`config.mk`:
```
export PLATFORM = sky130hd
export DESIGN_NAME = mac_ctrl_status
export DESIGN_NICKNAME = d
export VERILOG_FILES = /design/src/core/mac_ctrl_status.v
export VERILOG_INCLUDE_DIRS = /design/src /design/src/core
export SDC_FILE = /design/constraint.sdc
export NUM_CORES = 1
export LEC_CHECK = 0
export ABC_AREA = 0
export BUFFER_PORTS_ARGS = -buffer_cell sky130_fd_sc_hd__buf_4
export CORE_AREA = 2 2 131 184
export DETAILED_ROUTE_END_ITERATION = 8
export DIE_AREA = 0 0 133 186
export PLACE_DENSITY = 0.41
export SLEW_MARGIN = 30
export SYNTH_ARGS = -nofsm -noshare
export SYNTH_HDL_FRONTEND = slang
export SYNTH_SLANG_ARGS = --single-unit
```
`constraint.sdc`:
```
create_clock -name core_clk -period 5.25 [get_ports core_clk]
set_input_delay 0 -clock core_clk [delete_from_list [all_inputs] [get_ports core_clk]]
set_output_delay 0 -clock core_clk [all_outputs]
set_load 0.02 [all_outputs]
```
`src/core/mac_ctrl_consts.vh`:
```
// Notes on behaviour
// - copy control frames to memory with control flag when bit 24 set, else drop.
// - short frames under 64 bytes kept when bit 23 set, flagged fragment or undersized.
// - errored frames kept with error flag when bit 22 set, else dropped.
// - pin mode select takes duplex and gigabit from input pins; status shows actual duplex.
// - force gigabit bit puts the mac into gigabit mode.
// - two gasket outputs driven straight from control bits 16 and 15.
// - idle command enters idle, then idle status bit 31 is set.
// - short gap transmit only when bit 10 set and short gap input high.
// - speed bit selects 10/100 at 0, gigabit full duplex only at 1.
// - interface enable low holds receive and transmit logic in reset.
// - pause frames obeyed only in full duplex with transmit flow enable.
// - receive flow enable lets trigger force collisions or send pause frames.
// - backoff and pause timer writes accepted only with manufacturing test set.
// - loopback forces full duplex; change it only while interface disabled.
// - duplex bit selects half/full; gigabit forces full; duplex pin mirrors bit.
// - during pause period no new transmit except pause; running one completes.
// - status shows external speed bit 4, external duplex bit 3, flow active bit 1.
// - soft reset bit resets mac logic, reads 1 until done then 0.
// - frames longer than 11-bit limit are long: oversized if clean, jabber if errored.
// - pacing counter loads 31 on collision/deferral, decrements on clean frames, 4 gaps.
// - random generator resets to zero, counts from reset release, test-mode writable.
// - read-only 4-bit collision tally and 10-bit backoff counter per slot.
`ifndef MAC_CTRL_CONSTS_VH
`define MAC_CTRL_CONSTS_VH
// ==========================================
// register byte offsets
`define OFS_CONTROL 12'h000
`define OFS_STATUS 12'h004
`define OFS_SOFTRST 12'h008
`define OFS_MAXLEN 12'h00c
`define OFS_BOFF 12'h010
// ==========================================
// control fields
`define B_CMF 24
`define B_CSF 23
`define B_CEF 22
`define B_PINSEL 18
`define B_FGIG 17
`define B_IFB 16
`define B_IFA 15
`define B_IDLE 11
`define B_SGAP 10
`define B_GIG 7
`define B_PACE 6
`define B_IFEN 5
`define B_TXFL 4
`define B_RXFL 3
`define B_MANUFACTURING_TEST 2
`define B_LOOP 1
`define B_FDX 0
`define CTRL_MASK 32'h01c78cff
// ==========================================
// status fields
`define S_IDLE 31
`define S_EXTGIG 4
`define S_EXTFDX 3
`define S_RXFA 1
`define S_TXFA 0
// ==========================================
// backoff register fields and values
`define PACE_HI 30
`define PACE_LO 26
`define RND_HI 25
`define RND_LO 16
`define COLL_HI 15
`define COLL_LO 12
`define BO_HI 9
`define BO_LO 0
`define PACE_LOAD 5'h1f
`define MAXLEN_RST 11'h5ee
`define MIN_FRAME 11'h040
`define PACE_GAPS 3'h4
`define BACKOFF_LIMIT 4'ha
`endif

```
`src/core/mac_ctrl_status.v`:
```
// The register offsets and the APB register port were chosen for this implementation.
`timescale 1ns/100ps
`include "mac_ctrl_consts.vh"
module mac_ctrl_status #(
   parameter SLOT_CYCLES = 512
) (
   input wire core_clk,
   input wire rst,
   input wire clkEn,
   input wire psel,
   input wire penable,
   input wire pwrite,
   input wire [11:0] paddr,
   input wire [31:0] pwdata,
   output reg [31:0] prdata,
   output wire pready,
   output wire pslverr,
   input wire duplexIn,
   input wire speedSelectInput,
   input wire externalSpeedState,
   input wire externalDuplexState,
   input wire shortGapIn,
   input wire macIdleAck,
   input wire rxFlowTrigger,
   input wire pauseFrameRx,
   input wire pauseActive,
   input wire pauseTimerWrite,
   input wire txStartReq,
   input wire txIsPause,
   input wire txBusy,
   input wire txDone,
   input wire txCollision,
   input wire txDeferral,
   input wire rxFrameEnd,
   input wire [10:0] rxLength,
   input wire rxIsControl,
   input wire rxErr,
   output reg gasketOutputA,
   output reg gasketOutputB,
   output reg duplexOut,
   output reg fullDuplexMode,
   output reg speed1000Mode,
   output reg ifResetOut,
   output reg macResetOut,
   output reg shortGapTx,
   output reg obeyPause,
   output reg forceCollision,
   output reg sendPause,
   output reg pauseTimerWrEn,
   output wire txStartGrant,
   output reg paceHold,
   output reg rxKeep,
   output reg rxFlagControl,
   output reg rxFlagFragment,
   output reg rxFlagUndersize,
   output reg rxFlagOversize,
   output reg rxFlagJabber,
   output reg rxFlagError
);
   // ==========================================
   // register state
   reg [31:0] ctrl_q;
   reg idle_q;
   reg softRst_q;
   reg [10:0] maxLen_q;
   reg [4:0] pace_q;
   reg [9:0] rnd_q;
   reg [3:0] coll_q;
   reg [9:0] backoff_q;
   reg [15:0] slot_q;
   reg [2:0] gapCnt_q;
   wire wrEn = psel & penable & pwrite & clkEn;
   wire manufacturing_test = ctrl_q[`B_MANUFACTURING_TEST];
   wire selGig = ctrl_q[`B_PINSEL] ? speedSelectInput : ctrl_q[`B_GIG];
   wire speed_1000_select = selGig | ctrl_q[`B_FGIG];
   wire selDup = ctrl_q[`B_PINSEL] ? duplexIn : ctrl_q[`B_FDX];
   wire fdx = selDup | speed_1000_select | ctrl_q[`B_LOOP];
   wire flowAct = ctrl_q[`B_RXFL] & rxFlowTrigger;
   wire txFlowAct = pauseActive & fdx & ctrl_q[`B_TXFL];
   // mask follows the tally including this collision, so the first retry draws 0 or 1
   wire [3:0] collNext = (coll_q == 4'hf) ? 4'hf : coll_q + 4'h1;
   wire [9:0] mask = (collNext >= `BACKOFF_LIMIT) ? 10'h3ff :
      ((10'h001 << collNext) - 10'h001);
   wire [31:0] slotLast = SLOT_CYCLES - 1;

   // apb always answers in the access cycle; no wait states
   assign pready = 1'b1;
   assign pslverr = 1'b0;
   // pause period blocks new non-pause starts, running frame untouched
   assign txStartGrant = txStartReq & ~paceHold & (txIsPause | ~txFlowAct);

   // ==========================================
   // register writes and soft reset
   always @(posedge core_clk) begin
      if (rst) begin
         ctrl_q <= 32'h00000000;
         idle_q <= 1'b0;
         softRst_q <= 1'b0;
         maxLen_q <= `MAXLEN_RST;
      end else if (clkEn) begin
         if (softRst_q) begin
            // one cycle of mac reset, then the bit reads back as done
            ctrl_q <= 32'h00000000;
            idle_q <= 1'b0;
            maxLen_q <= `MAXLEN_RST;
            softRst_q <= 1'b0;
         end else begin
            if (wrEn && paddr == `OFS_CONTROL)
               ctrl_q <= pwdata & `CTRL_MASK;
            if (wrEn && paddr == `OFS_SOFTRST && pwdata[0])
               softRst_q <= 1'b1;
            if (wrEn && paddr == `OFS_MAXLEN)
               maxLen_q <= pwdata[10:0];
            // idle flag follows the command once the mac has quiesced
            idle_q <= ctrl_q[`B_IDLE] & (idle_q | (macIdleAck & ~txBusy));
         end
      end
   end

   // ==========================================
   // backoff, pacing, random generator
   always @(posedge core_clk) begin
      if (rst || softRst_q) begin
         rnd_q <= 10'h000;
         pace_q <= 5'h00;
         coll_q <= 4'h0;
         backoff_q <= 10'h000;
         slot_q <= 16'h0000;
         gapCnt_q <= 3'h0;
      end else if (clkEn) begin
         // free-running counter; test writes override it
         if (wrEn && paddr == `OFS_BOFF && manufacturing_test)
            rnd_q <= pwdata[`RND_HI:`RND_LO];
         else
            rnd_q <= rnd_q + 10'h001;
         if (wrEn && paddr == `OFS_BOFF && manufacturing_test)
            pace_q <= pwdata[`PACE_HI:`PACE_LO];
         else if (txCollision || txDeferral)
            pace_q <= `PACE_LOAD;
         else if (txDone && pace_q != 5'h00)
            pace_q <= pace_q - 5'h01;
         // collisions of the current frame, cleared when it completes
         if (txDone)
            coll_q <= 4'h0;
         else if (txCollision && coll_q != 4'hf)
            coll_q <= coll_q + 4'h1;
         if (txCollision) begin
            backoff_q <= rnd_q & mask;
            slot_q <= 16'h0000;
         end else if (backoff_q != 10'h000) begin
            if (slot_q == slotLast[15:0]) begin
               slot_q <= 16'h0000;
               backoff_q <= backoff_q - 10'h001;
            end else
               slot_q <= slot_q + 16'h0001;
         end
         // pacing spaces new frames by four gaps after a clean frame
         if (txDone && !txCollision && !txDeferral && pace_q != 5'h00 && ctrl_q[`B_PACE])
            gapCnt_q <= `PACE_GAPS;
         else if (gapCnt_q != 3'h0 && !txBusy)
            gapCnt_q <= gapCnt_q - 3'h1;
      end
   end

   // ==========================================
   // mode outputs, registered
   always @(posedge core_clk) begin
      if (rst) begin
         gasketOutputA <= 1'b0;
         gasketOutputB <= 1'b0;
         duplexOut <= 1'b0;
         fullDuplexMode <= 1'b0;
         speed1000Mode <= 1'b0;
         ifResetOut <= 1'b1;
         macResetOut <= 1'b1;
         shortGapTx <= 1'b0;
         obeyPause <= 1'b0;
         forceCollision <= 1'b0;
         sendPause <= 1'b0;
         pauseTimerWrEn <= 1'b0;
         paceHold <= 1'b0;
      end else if (clkEn) begin
         gasketOutputA <= ctrl_q[`B_IFA];
         gasketOutputB <= ctrl_q[`B_IFB];
         duplexOut <= ctrl_q[`B_FDX];
         fullDuplexMode <= fdx;
         speed1000Mode <= speed_1000_select;
         ifResetOut <= ~ctrl_q[`B_IFEN] | softRst_q;
         macResetOut <= softRst_q;
         shortGapTx <= ctrl_q[`B_SGAP] & shortGapIn;
         obeyPause <= fdx & ctrl_q[`B_TXFL] & pauseFrameRx;
         forceCollision <= flowAct & ~fdx;
         sendPause <= flowAct & fdx;
         pauseTimerWrEn <= pauseTimerWrite & manufacturing_test;
         paceHold <= (gapCnt_q != 3'h0);
      end
   end

   // ==========================================
   // receive frame filter, evaluated at frame end
   always @(posedge core_clk) begin
      if (rst || !ctrl_q[`B_IFEN]) begin
         rxKeep <= 1'b0;
         rxFlagControl <= 1'b0;
         rxFlagFragment <= 1'b0;
         rxFlagUndersize <= 1'b0;
         rxFlagOversize <= 1'b0;
         rxFlagJabber <= 1'b0;
         rxFlagError <= 1'b0;
      end else if (clkEn) begin
         rxFlagControl <= rxFrameEnd & rxIsControl & ctrl_q[`B_CMF];
         rxFlagFragment <= rxFrameEnd & (rxLength < `MIN_FRAME) & rxErr;
         rxFlagUndersize <= rxFrameEnd & (rxLength < `MIN_FRAME) & ~rxErr;
         rxFlagOversize <= rxFrameEnd & (rxLength > maxLen_q) & ~rxErr;
         rxFlagJabber <= rxFrameEnd & (rxLength > maxLen_q) & rxErr;
         rxFlagError <= rxFrameEnd & rxErr & ctrl_q[`B_CEF];
         rxKeep <= rxFrameEnd & (~rxIsControl | ctrl_q[`B_CMF])
            & ((rxLength >= `MIN_FRAME) | ctrl_q[`B_CSF])
            & (~rxErr | ctrl_q[`B_CEF]);
      end
   end

   // ==========================================
   // read mux, unmapped addresses read zero
   always @* begin
      prdata = 32'h00000000;
      case (paddr)
         `OFS_CONTROL: prdata = ctrl_q;
         `OFS_STATUS: begin
            prdata[`S_IDLE] = idle_q;
            prdata[`S_EXTGIG] = externalSpeedState;
            prdata[`S_EXTFDX] = externalDuplexState;
            prdata[`S_RXFA] = flowAct;
            prdata[`S_TXFA] = txFlowAct;
         end
         `OFS_SOFTRST: prdata[0] = softRst_q;
         `OFS_MAXLEN: prdata[10:0] = maxLen_q;
         `OFS_BOFF: begin
            prdata[`PACE_HI:`PACE_LO] = pace_q;
            prdata[`RND_HI:`RND_LO] = rnd_q;
            prdata[`COLL_HI:`COLL_LO] = coll_q;
            prdata[`BO_HI:`BO_LO] = backoff_q;
         end
         default: prdata = 32'h00000000;
      endcase
   end
endmodule // mac_ctrl_status

```
# Yosys cells after proc, flatten, opt, wreduce, memory -nomap -nowiden
# Cells that the tools add are included.
# Widths: inputs -> output; s select.
[word_totals]
out_inout_bits = 55
wordCells = 167
inputBits = 80
register_bits = 113
[classes]
n_reduce_logical = 38
eq_ne = 7
n_bitwise = 46
muxes = 34
add_sub_neg = 7
n_lt_le_gt_ge = 4
shift = 1
[op_table]
columns = ["op", "count"]
rows = [
  ["$mux 32", 2],
  ["$mux 10", 5],
  ["$mux 16", 3],
  ["$pmux 19 s2", 1],
  ["$and 1x1->1", 29],
  ["$eq 12x4->1 const B", 2],
  ["$mux 11", 2],
  ["$sub 10x1->10 const B", 2],
  ["$add 16x1->16 const B", 1],
  ["$eq 16x9->1 const B", 1],
  ["$mux 5", 3],
  ["$pmux 5 s3", 1],
  ["$logic_and 1x1->1", 13],
  ["$eq 12x3->1 const B", 1],
  ["$eq 12x5->1 const B", 1],
  ["$logic_not 12->1", 1],
  ["$mux 4", 3],
  ["$reduce_and 2->1", 6],
  ["$reduce_bool 2->1", 6],
  ["$ge 11x7->1 const B", 1],
  ["$gt 11x11->1", 1],
  ["$lt 11x7->1 const B", 1],
  ["$add 10x1->10 const B", 1],
  ["$and 10x10->10", 1],
  ["other kinds (22)", 49],
]

# Logic depth before layout (Yosys ltp)
# Gate-level depths: netlist of the first run.
[logic_depth]
ltp_word = 9
depth_mapped = 12
ltp_nobuf = 11

# Worst setup path before layout of the first run
# OpenSTA, ideal clock, no wires.
[synth_path]
kind = "reg2reg"
start = "register coll_q[1]"
end = "register backoff_q[8]"
n_path_buf = 1
period_less_slack_ps = 2528
t_arrival_ps = 2395
slack_ps = 2722
setup_time_ps = 133
path_stages_with_launch = 13
t_required_ps = 5117
cell_sequence = "dfxtp_1 > clkbuf_1 > inv_1 > ha_1 > nand2b_1 > a211oi_1 > inv_1 > ha_1 > o311ai_1 > or3_1 > a2111o_1 > o211ai_1 > a31oi_1"
[synth_between]
elab_chain_len = 7
word_cells_on_any_way = 9
cone_classes = "add/sub: 2; order compare: 1; eq/ne: 1; shift: 1; mux: 3; bitwise: 1"
[synth_rtl]
columns = ["element", "line_no", "source"]
rows = [
  ["from (decl)", "mac_ctrl_status.v:68", "reg [3:0] coll_q;"],
  ["from (signal assigned)", "mac_ctrl_status.v:146", "coll_q <= coll_q + 4'h1;"],
  ["$add 4x1->4 / $eq 4x4->1 (equally long branches)", "mac_ctrl_status.v:81", "wire [3:0] collNext = (coll_q == 4'hf) ? 4'hf : coll_q + 4'h1;"],
  ["$mux 4 (*)", "mac_ctrl_status.v:81", ""],
  ["$shl 1x4->10", "mac_ctrl_status.v:83", "((10'h001 << collNext) - 10'h001);"],
  ["$sub 10x1->10", "mac_ctrl_status.v:83", ""],
  ["$mux 10 (*)", "mac_ctrl_status.v:82", "wire [9:0] mask = (collNext >= `BACKOFF_LIMIT) ? 10'h3ff :"],
  ["$and 10x10->10 (*)", "mac_ctrl_status.v:148", "backoff_q <= rnd_q & mask;"],
  ["$mux 10 (*)", "mac_ctrl_status.v:147", "if (txCollision) begin"],
  ["to (signal assigned)", "mac_ctrl_status.v:148", ""],
  ["to (signal assigned)", "mac_ctrl_status.v:153", "backoff_q <= backoff_q - 10'h001;"],
  ["to (decl)", "mac_ctrl_status.v:69", "reg [9:0] backoff_q;"],
]
# Every way passes the cells marked *; elsewhere a longest branch is shown, timed or not.
# A chain may end at the register's enable or synchronous reset.

# Worst setup path after layout of the first run
[layout_path]
start = "register coll_q[0]"
end = "register backoff_q[2]"
# The elaborated chain is that of the path after synthesis.

==> summary.md, run 1 <==
| Metric | Value |
|---|---|
| Yosys cell types | 75 |
| # diodes | 0 |
| Rel. slew slack | 0.389 |
| Critical R2R Launch | coll_q[0] |
| Crit path to | backoff_q[2] |
| Crit path required time | 5.53 ns |
| EDFF count, synth | 0 |
| Top_reg_cell synth | dfxtp_1 |
| Hpwl dp | 15000 um |
| Vias in the first global route | 5595 |
| Arrival @ worst endpoint | 3.33 ns |
| Pwr per Cell Area | 229 nW/um^2 |
| Syn Inst Count | 704 |
| Worst skew pair latency | 0.36 ns |
| Sequential share of the synthesized area | 0.346 |
| Area Growth Syn to Fin | 32.5% |
| Top cell type's share of synthesized area | 0.346 |
| Max Root-Sink Buffers | 2 |
| PortBufs | 128 |
| Vias per inst | 4.86 |
| Peak VDD IR | 0.143 mV |
| GRT overflow | 0 |
| Post-CTS Hold Fix Bufs | 36 |
| Nets | 942 |
| Final wirelength | 20100 um |
| Top post-synthesis cells by area | dfxtp_1, ha_1, nor2_1, nand2_1, a21oi_1 |
| Top Ports | 135 |
| H-tree lvl count | 3 |
| Slew Viols, Final | 0 |
| Worst path bufs/invs | 2 |
| Crit Path Class | reg2reg |
| FMAX | 328 MHz |
| Setup_tns | 0 ns |
| Worst stage delay on the critical path | 0.53 ns |
| Post-DRT Antenna Nets | 0 |
| Period utilization | 0.580 |
| Worst-path clk slew | 0.08 ns |
| Fillers | 2517 |
| Initial antenna violation count | 0 |
| DR pass1 iterations | 5 |
| Crit path launch type | register |
| Worst Clk Skew | 0.0132 ns |
| Vias | 5589 |
| Total CTS buffers | 9 |
| Async SR Flop Fraction | 0 |
| Outcome | complete, no violations |
| Worst setup startpoint | coll_q[0] |
| Initial Utilization | 0.246 |
| Final core utilization | 0.326 |
| Least-Margin Pin Slew | 0.916 ns |
| Clk root buf | clkbuf_16 |
| Worst hold margin | 0.0260 ns |
| Crit-path leading delay family | compound AO/OA/AOI/OAI gates |
| R2R setup slack | 2.20 ns |
| Total track usage | 0.164 |
| Final min period | 3.05 ns |
| Area occupied by multi-input gates | 3380 sq um |
| CP max FO | 9 |
| Reg2reg end | backoff_q[2] |
| Final setup fails | 0 |
| Worst Setup End Kind | register |
| Die Wd | 133 um |
| Post-synthesis area per instance | 8.05 sq um |
| Yosys reg bits | 98 |
| # resized after CTS | 0 |
| Routability cong. | 0.773 |
| Largest net degree at the start of global routing | 55 |
| Cell chain of the critical path | inv_1 > ha_1 > nand2b_1 > a211oi_1 > inv_1 > ha_1 > or3_1 > a31oi_1 > o21ai_0 > a21oi_1 |
| Min-Delay Path Class | in2reg |
| Die area | 24700 sq um |
| Post-route insts no fill | 1151 |
| Setup bufs post-CTS | 0 |
| Final hold viol count | 0 |
| Drt drc | 0 |
| Chip height | 186 um |
| Max_cap viols | 0 |
| CTS Sinks | 98 |
| Core ar. | 23000 sq um |
| CTS tree | built |
| Slowest cell on the critical path | dfxtp_1 |
| Most frequent cell after synthesis | dfxtp_1 |
| Syn Std Cell Area | 5670 sq um |
| Yosys top cell by area | dfxtp_1 |
| Sequential cell area | 1960 sq um |
| Share of cells above drive strength 1 | 0.198 |
| Critical path depth | 10 |
| DRT iter0 DRCs | 341 |
| Cell depth of the worst flop-to-flop path | 10 |
| Leak pwr | 3.11 nW |
| Unrepaired setup endpoints after global routing | no |
| Wirelength per Cell | 17.4 um |
| Post-synth top cells | dfxtp_1, nor2_1, nand2_1 |
| First-pass GRT wire length | 31700 um |
| Syn_nets | 806 |
| Synth Warn # | 0 |
| # rows | 66 |
| # placed instances | 1099 |
## cell usage in the layout (no fill, tap or decap), types with 24 or more instances in the layout
| cell type | count |
|---|---|
| buf_4 | 130 |
| nand2_1 | 65 |
| and2_1 | 24 |
| o21ai_0 | 28 |
| a22o_1 | 25 |
| inv_1 | 35 |
| nor2_1 | 68 |
| dlygate4sd3_1 | 36 |
| dfxtp_1 | 98 |
| a21oi_1 | 48 |
## routing by layer
layer | up-vias | global-route usage | wire (um)
li1 | 2825 | - | -
met1 | 2638 | 0.200 | 8710
met2 | 114 | 0.296 | 10300
met3 | 12 | 0.0242 | 723
met4 | 0 | 0.0499 | 308
met5 | - | 0 | 0
## sequential cells by signal (all words and copies together), names as in the netlist, 3 cells and up
signal / cells
ctrl_q: 17
slot_q: 16
backoff_q: 10
pace_q: 5
rnd_q: 10
coll_q: 4
gapCnt_q: 3
maxLen_q: 11
## per-stage QoR
step	area (sq um)	total power [mW]	setup slack, ns
3_3_place_gp	6830	1.00	2.24
2_1_floorplan	5670	0.910	2.72
6_report	7510	1.72	2.20
3_5_place_dp	6830	1.00	2.26
5_1_grt	7510	1.81	1.93
4_1_cts	7510	1.75	2.24
## kinds of logic after synthesis
| logic type | count (synthesis) | synth area share |
|---|---|---|
| XOR/XNOR | 18 | 0.0278 |
| multiplexers | 6 | 0.0106 |
| adder cells (fa/ha/maj) | 22 | 0.0486 |
| buffers and inverters | 76 | 0.0581 |
| other | 2 | 0.00133 |
| flip-flops | 98 | 0.346 |
| AND/OR/NAND/NOR | 289 | 0.271 |
| AO/OA/AOI/OAI | 193 | 0.236 |
## final cells by class
class                   count  share of cell area
flip-flops and latches     98               0.261
clock buffers               9              0.0300
clock inverters             7              0.0123
repair buffers            166               0.178
well taps                 306              0.0510
multi-input cells         530               0.450
inverters                  35              0.0175
## how the worst min path moves through the flow
stage / startpoint / end / cells after the start
6_report: txBusy / gapCnt_q[0] / 4
5_1_grt: pwdata[21] / rnd_q[5] / 4
4_1_cts: txBusy / gapCnt_q[0] / 4
3_5_place_dp: pwdata[8] / maxLen_q[8] / 2
3_3_place_gp: pwdata[11] / ctrl_q[11] / 2
2_1_floorplan: pwdata[10] / maxLen_q[10] / 1
## report_power, final
group          internal [mW]  switching [mW]
combinational          0.105           0.124
clock                  0.384           0.336
sequential             0.755          0.0169
## worst reg2reg max path: cells and delay by family (launching register included)
family / cells / cell delay (ns)
compound gates: 4 / 0.95
fa+ha+maj: 2 / 0.61
buf+inv: 2 / 0.30
flops: 1 / 0.53
simple gates: 2 / 0.58
Note: power is estimated with default switching activity, not from simulation.
==> run 2: changes to the inputs <==
--- a/config.mk
+++ b/config.mk
@@ -11,7 +11,7 @@
 export CORE_AREA = 2 2 131 184
 export DETAILED_ROUTE_END_ITERATION = 8
 export DIE_AREA = 0 0 133 186
-export PLACE_DENSITY = 0.41
+export PLACE_DENSITY = 0.42
 export SLEW_MARGIN = 30
 export SYNTH_ARGS = -nofsm -noshare
 export SYNTH_HDL_FRONTEND = slang
==> constraint.sdc (replaced) <==
create_clock -name core_clk -period 2.5 [get_ports core_clk]
set_input_delay 0 -clock core_clk [delete_from_list [all_inputs] [get_ports core_clk]]
set_output_delay 0 -clock core_clk [all_outputs]
set_load 0.02 [all_outputs]
==> summary.md, run 2 (synthesis results as in run 1) <==
| Metric | Value |
|---|---|
| Outcome | complete, no violations |
| Vias in the first global route | 5709 (+2.0%) |
| Max FFs per register | 17 (unchanged) |
| Final min period | 2.41 ns (-0.641 ns) |
| Top Ports | 135 (unchanged) |
| Pre-CTS setup slack | 0.0404 ns (-2.22 ns) |
| Drt drc | 0 (unchanged) |
| WHS Endpoint | coll_q[1] |
| Worst-path clk slew | 0.08 ns (about the same) |
| Pwr per Cell Area | 457 nW/um^2 (+99%) |
| Rel. slew slack | 0.433 (+0.0442) |
| Biggest register | ctrl_q |
| CP max FO | 4 (-5) |
| Max_cap viols | 0 (unchanged) |
| H-tree lvl count | 3 (unchanged) |
| Hold path start | txDone |
| Commonest cells after routing, fill and taps aside | buf_4, dfxtp_1, nor2_1, nand2_1, a21oi_1 |
| Worst skew pair latency | 0.37 ns (about the same) |
| Worst setup startpoint | coll_q[1] |
| Routability cong. | 0.853 (+10%) |
| Vias per inst | 4.90 (+0.97%) |
| WL met2 | 10600 um (+2.6%) |
| Worst Setup End Kind | register |
| Met1 wire length | 8820 um (+1.2%) |
| FMAX | 416 MHz (+27%) |
| Max layer used | met4 |
| Crit path required time | 2.72 ns (-2.81 ns) |
| Die area | 24700 sq um (unchanged) |
| Worst hold margin | 0.0110 ns (-0.0149 ns) |
| Clk root buf | clkbuf_16 |
| CTS Sinks | 98 (unchanged) |
| Vias | 5854 (+4.7%) |
| # diodes | 0 (unchanged) |
| Initial Utilization | 0.246 (unchanged) |
| Final hold viol count | 0 (unchanged) |
| Area occupied by multi-input gates | 3440 sq um (+2.0%) |
| Crit path launch type | register |
| Core ar. | 23000 sq um (unchanged) |
| R2R setup slack | 0.09 ns (-2.11 ns) |
| CTS tree | built |
| Chip height | 186 um (unchanged) |
| # rows | 66 (unchanged) |
| Nets | 985 (+4.6%) |
| Total CTS buffers | 9 (unchanged) |
| Crit Path Class | reg2reg |
| Sequential cell area | 1960 sq um (+0.13%) |
| Least-Margin Pin Slew | 0.841 ns (-0.0755 ns) |
| Cell depth of the worst flop-to-flop path | 11 (+1) |
| Min-Delay Path Class | in2reg |
| Commonest non-fill, non-tap cell in the layout | buf_4 |
| First-pass GRT wire length | 31700 um (+0.26%) |
| Final setup fails | 0 (unchanged) |
| DP Area | 7170 sq um (+5.0%) |
| Overall power | 3.61 mW (+110%) |
| Final wirelength | 20700 um (+3.0%) |
| DR pass1 iterations | 6 (+1) |
| Top flop regs | ctrl_q: 17 flops, slot_q: 16 flops, maxLen_q: 11 flops |
| Post-DRT Antenna Nets | 0 (unchanged) |
| GRT overflow | 0 (unchanged) |
| Peak VDD IR | 0.312 mV (+120%) |
| Max Root-Sink Buffers | 2 (unchanged) |
| Arrival @ worst endpoint | 2.62 ns (-0.71 ns) |
| Critical R2R Launch | coll_q[1] |
| Hpwl dp | 15800 um (+5.8%) |
| Hold Crit Depth | 4 (unchanged) |
| Period utilization | 0.962 (+0.382) |
| Slew Viols, Final | 0 (unchanged) |
| Final worst setup slack | 0.0940 ns (-2.11 ns) |
| Area Growth Syn to Fin | 39.2% |
| Post-route cell area | 7890 sq um (+5.1%) |
| Met3 WL | 741 um (+2.5%) |
| DRT iter0 DRCs | 306 (-10%) |
| Total track usage | 0.166 (+0.00215) |
| Fillers | 2521 (+0.16%) |
| Share of cells above drive strength 1 | 0.252 (+0.0546) |
| Initial antenna violation count | 0 (unchanged) |
| Die Wd | 133 um (unchanged) |
| Reg2reg end | backoff_q[8] |
| Largest net degree at the start of global routing | 44 (-20%) |
| Leak pwr | 3.34 nW (+7.2%) |
| Worst Clk Skew | 0.0214 ns (+0.00824 ns) |
| PortBufs | 128 (unchanged) |
| Wirelength per Cell | 17.3 um (-0.66%) |
## run 2: layout make-up
type / count / share of cell area
Multi-Input combinational cell: 530 / 0.436
Sequential cell: 98 / 0.249
Timing Repair Buffer: 209 / 0.211
Tap cell: 306 / 0.0485
Clock buffer: 9 / 0.0285
Inverter: 35 / 0.0167
Clock inverter: 7 / 0.00967
## run 2: worst max-delay path by stage
| stage | endpoint | slack, ns | cells past startpoint |
|---|---|---|---|
| 2_1_floorplan | backoff_q[8] | 0.02 | 11 |
| 3_3_place_gp | backoff_q[8] | 0.07 | 10 |
| 3_5_place_dp | backoff_q[6] | 0.04 | 11 |
| 4_1_cts | backoff_q[6] | 0.02 | 11 |
| 5_1_grt | backoff_q[8] | -0.01 | 11 |
| 6_report | backoff_q[8] | 0.09 | 11 |
## run 2: metrics by stage
stage	cells	setup TNS (ns)	util
6_report	1194	0	0.342
2_1_floorplan	704	0	-
3_3_place_gp	1143	0	0.311
3_5_place_dp	1143	0	0.311
4_1_cts	1193	0	0.339
5_1_grt	1194	-0.00950	0.342
## run 2: layer usage
metal / vias to the layer above / global-route usage
li1: 2913 / -
met1: 2780 / 0.197
met2: 134 / 0.301
met3: 27 / 0.0267
met4: 0 / 0.0606
met5: - / 0
## run 2: repair_timing
action	in CTS	in global routing
hold endpoints to repair	49	0
hold buffers	34	0
resized for setup	0	14
endpoints found under the setup margin	0	3
buffers inserted	0	1
## run 2: worst max-delay path, stage by stage (launching register included)
cell      delay (ns)
dfxtp_2         0.36
inv_2           0.06
ha_4            0.26
nand2b_4        0.12
a211oi_1        0.06
inv_1           0.14
ha_4            0.16
o311ai_4        0.09
or3_1           0.40
a2111o_1        0.40
o211ai_1        0.10
a31oi_1         0.10
## run 2: power by group
part / switching [mW] / total, mW / internal [mW]
clock: 0.728 / 1.44 / 0.714
combinational: 0.285 / 0.553 / 0.268
sequential: 0.0273 / 1.61 / 1.59
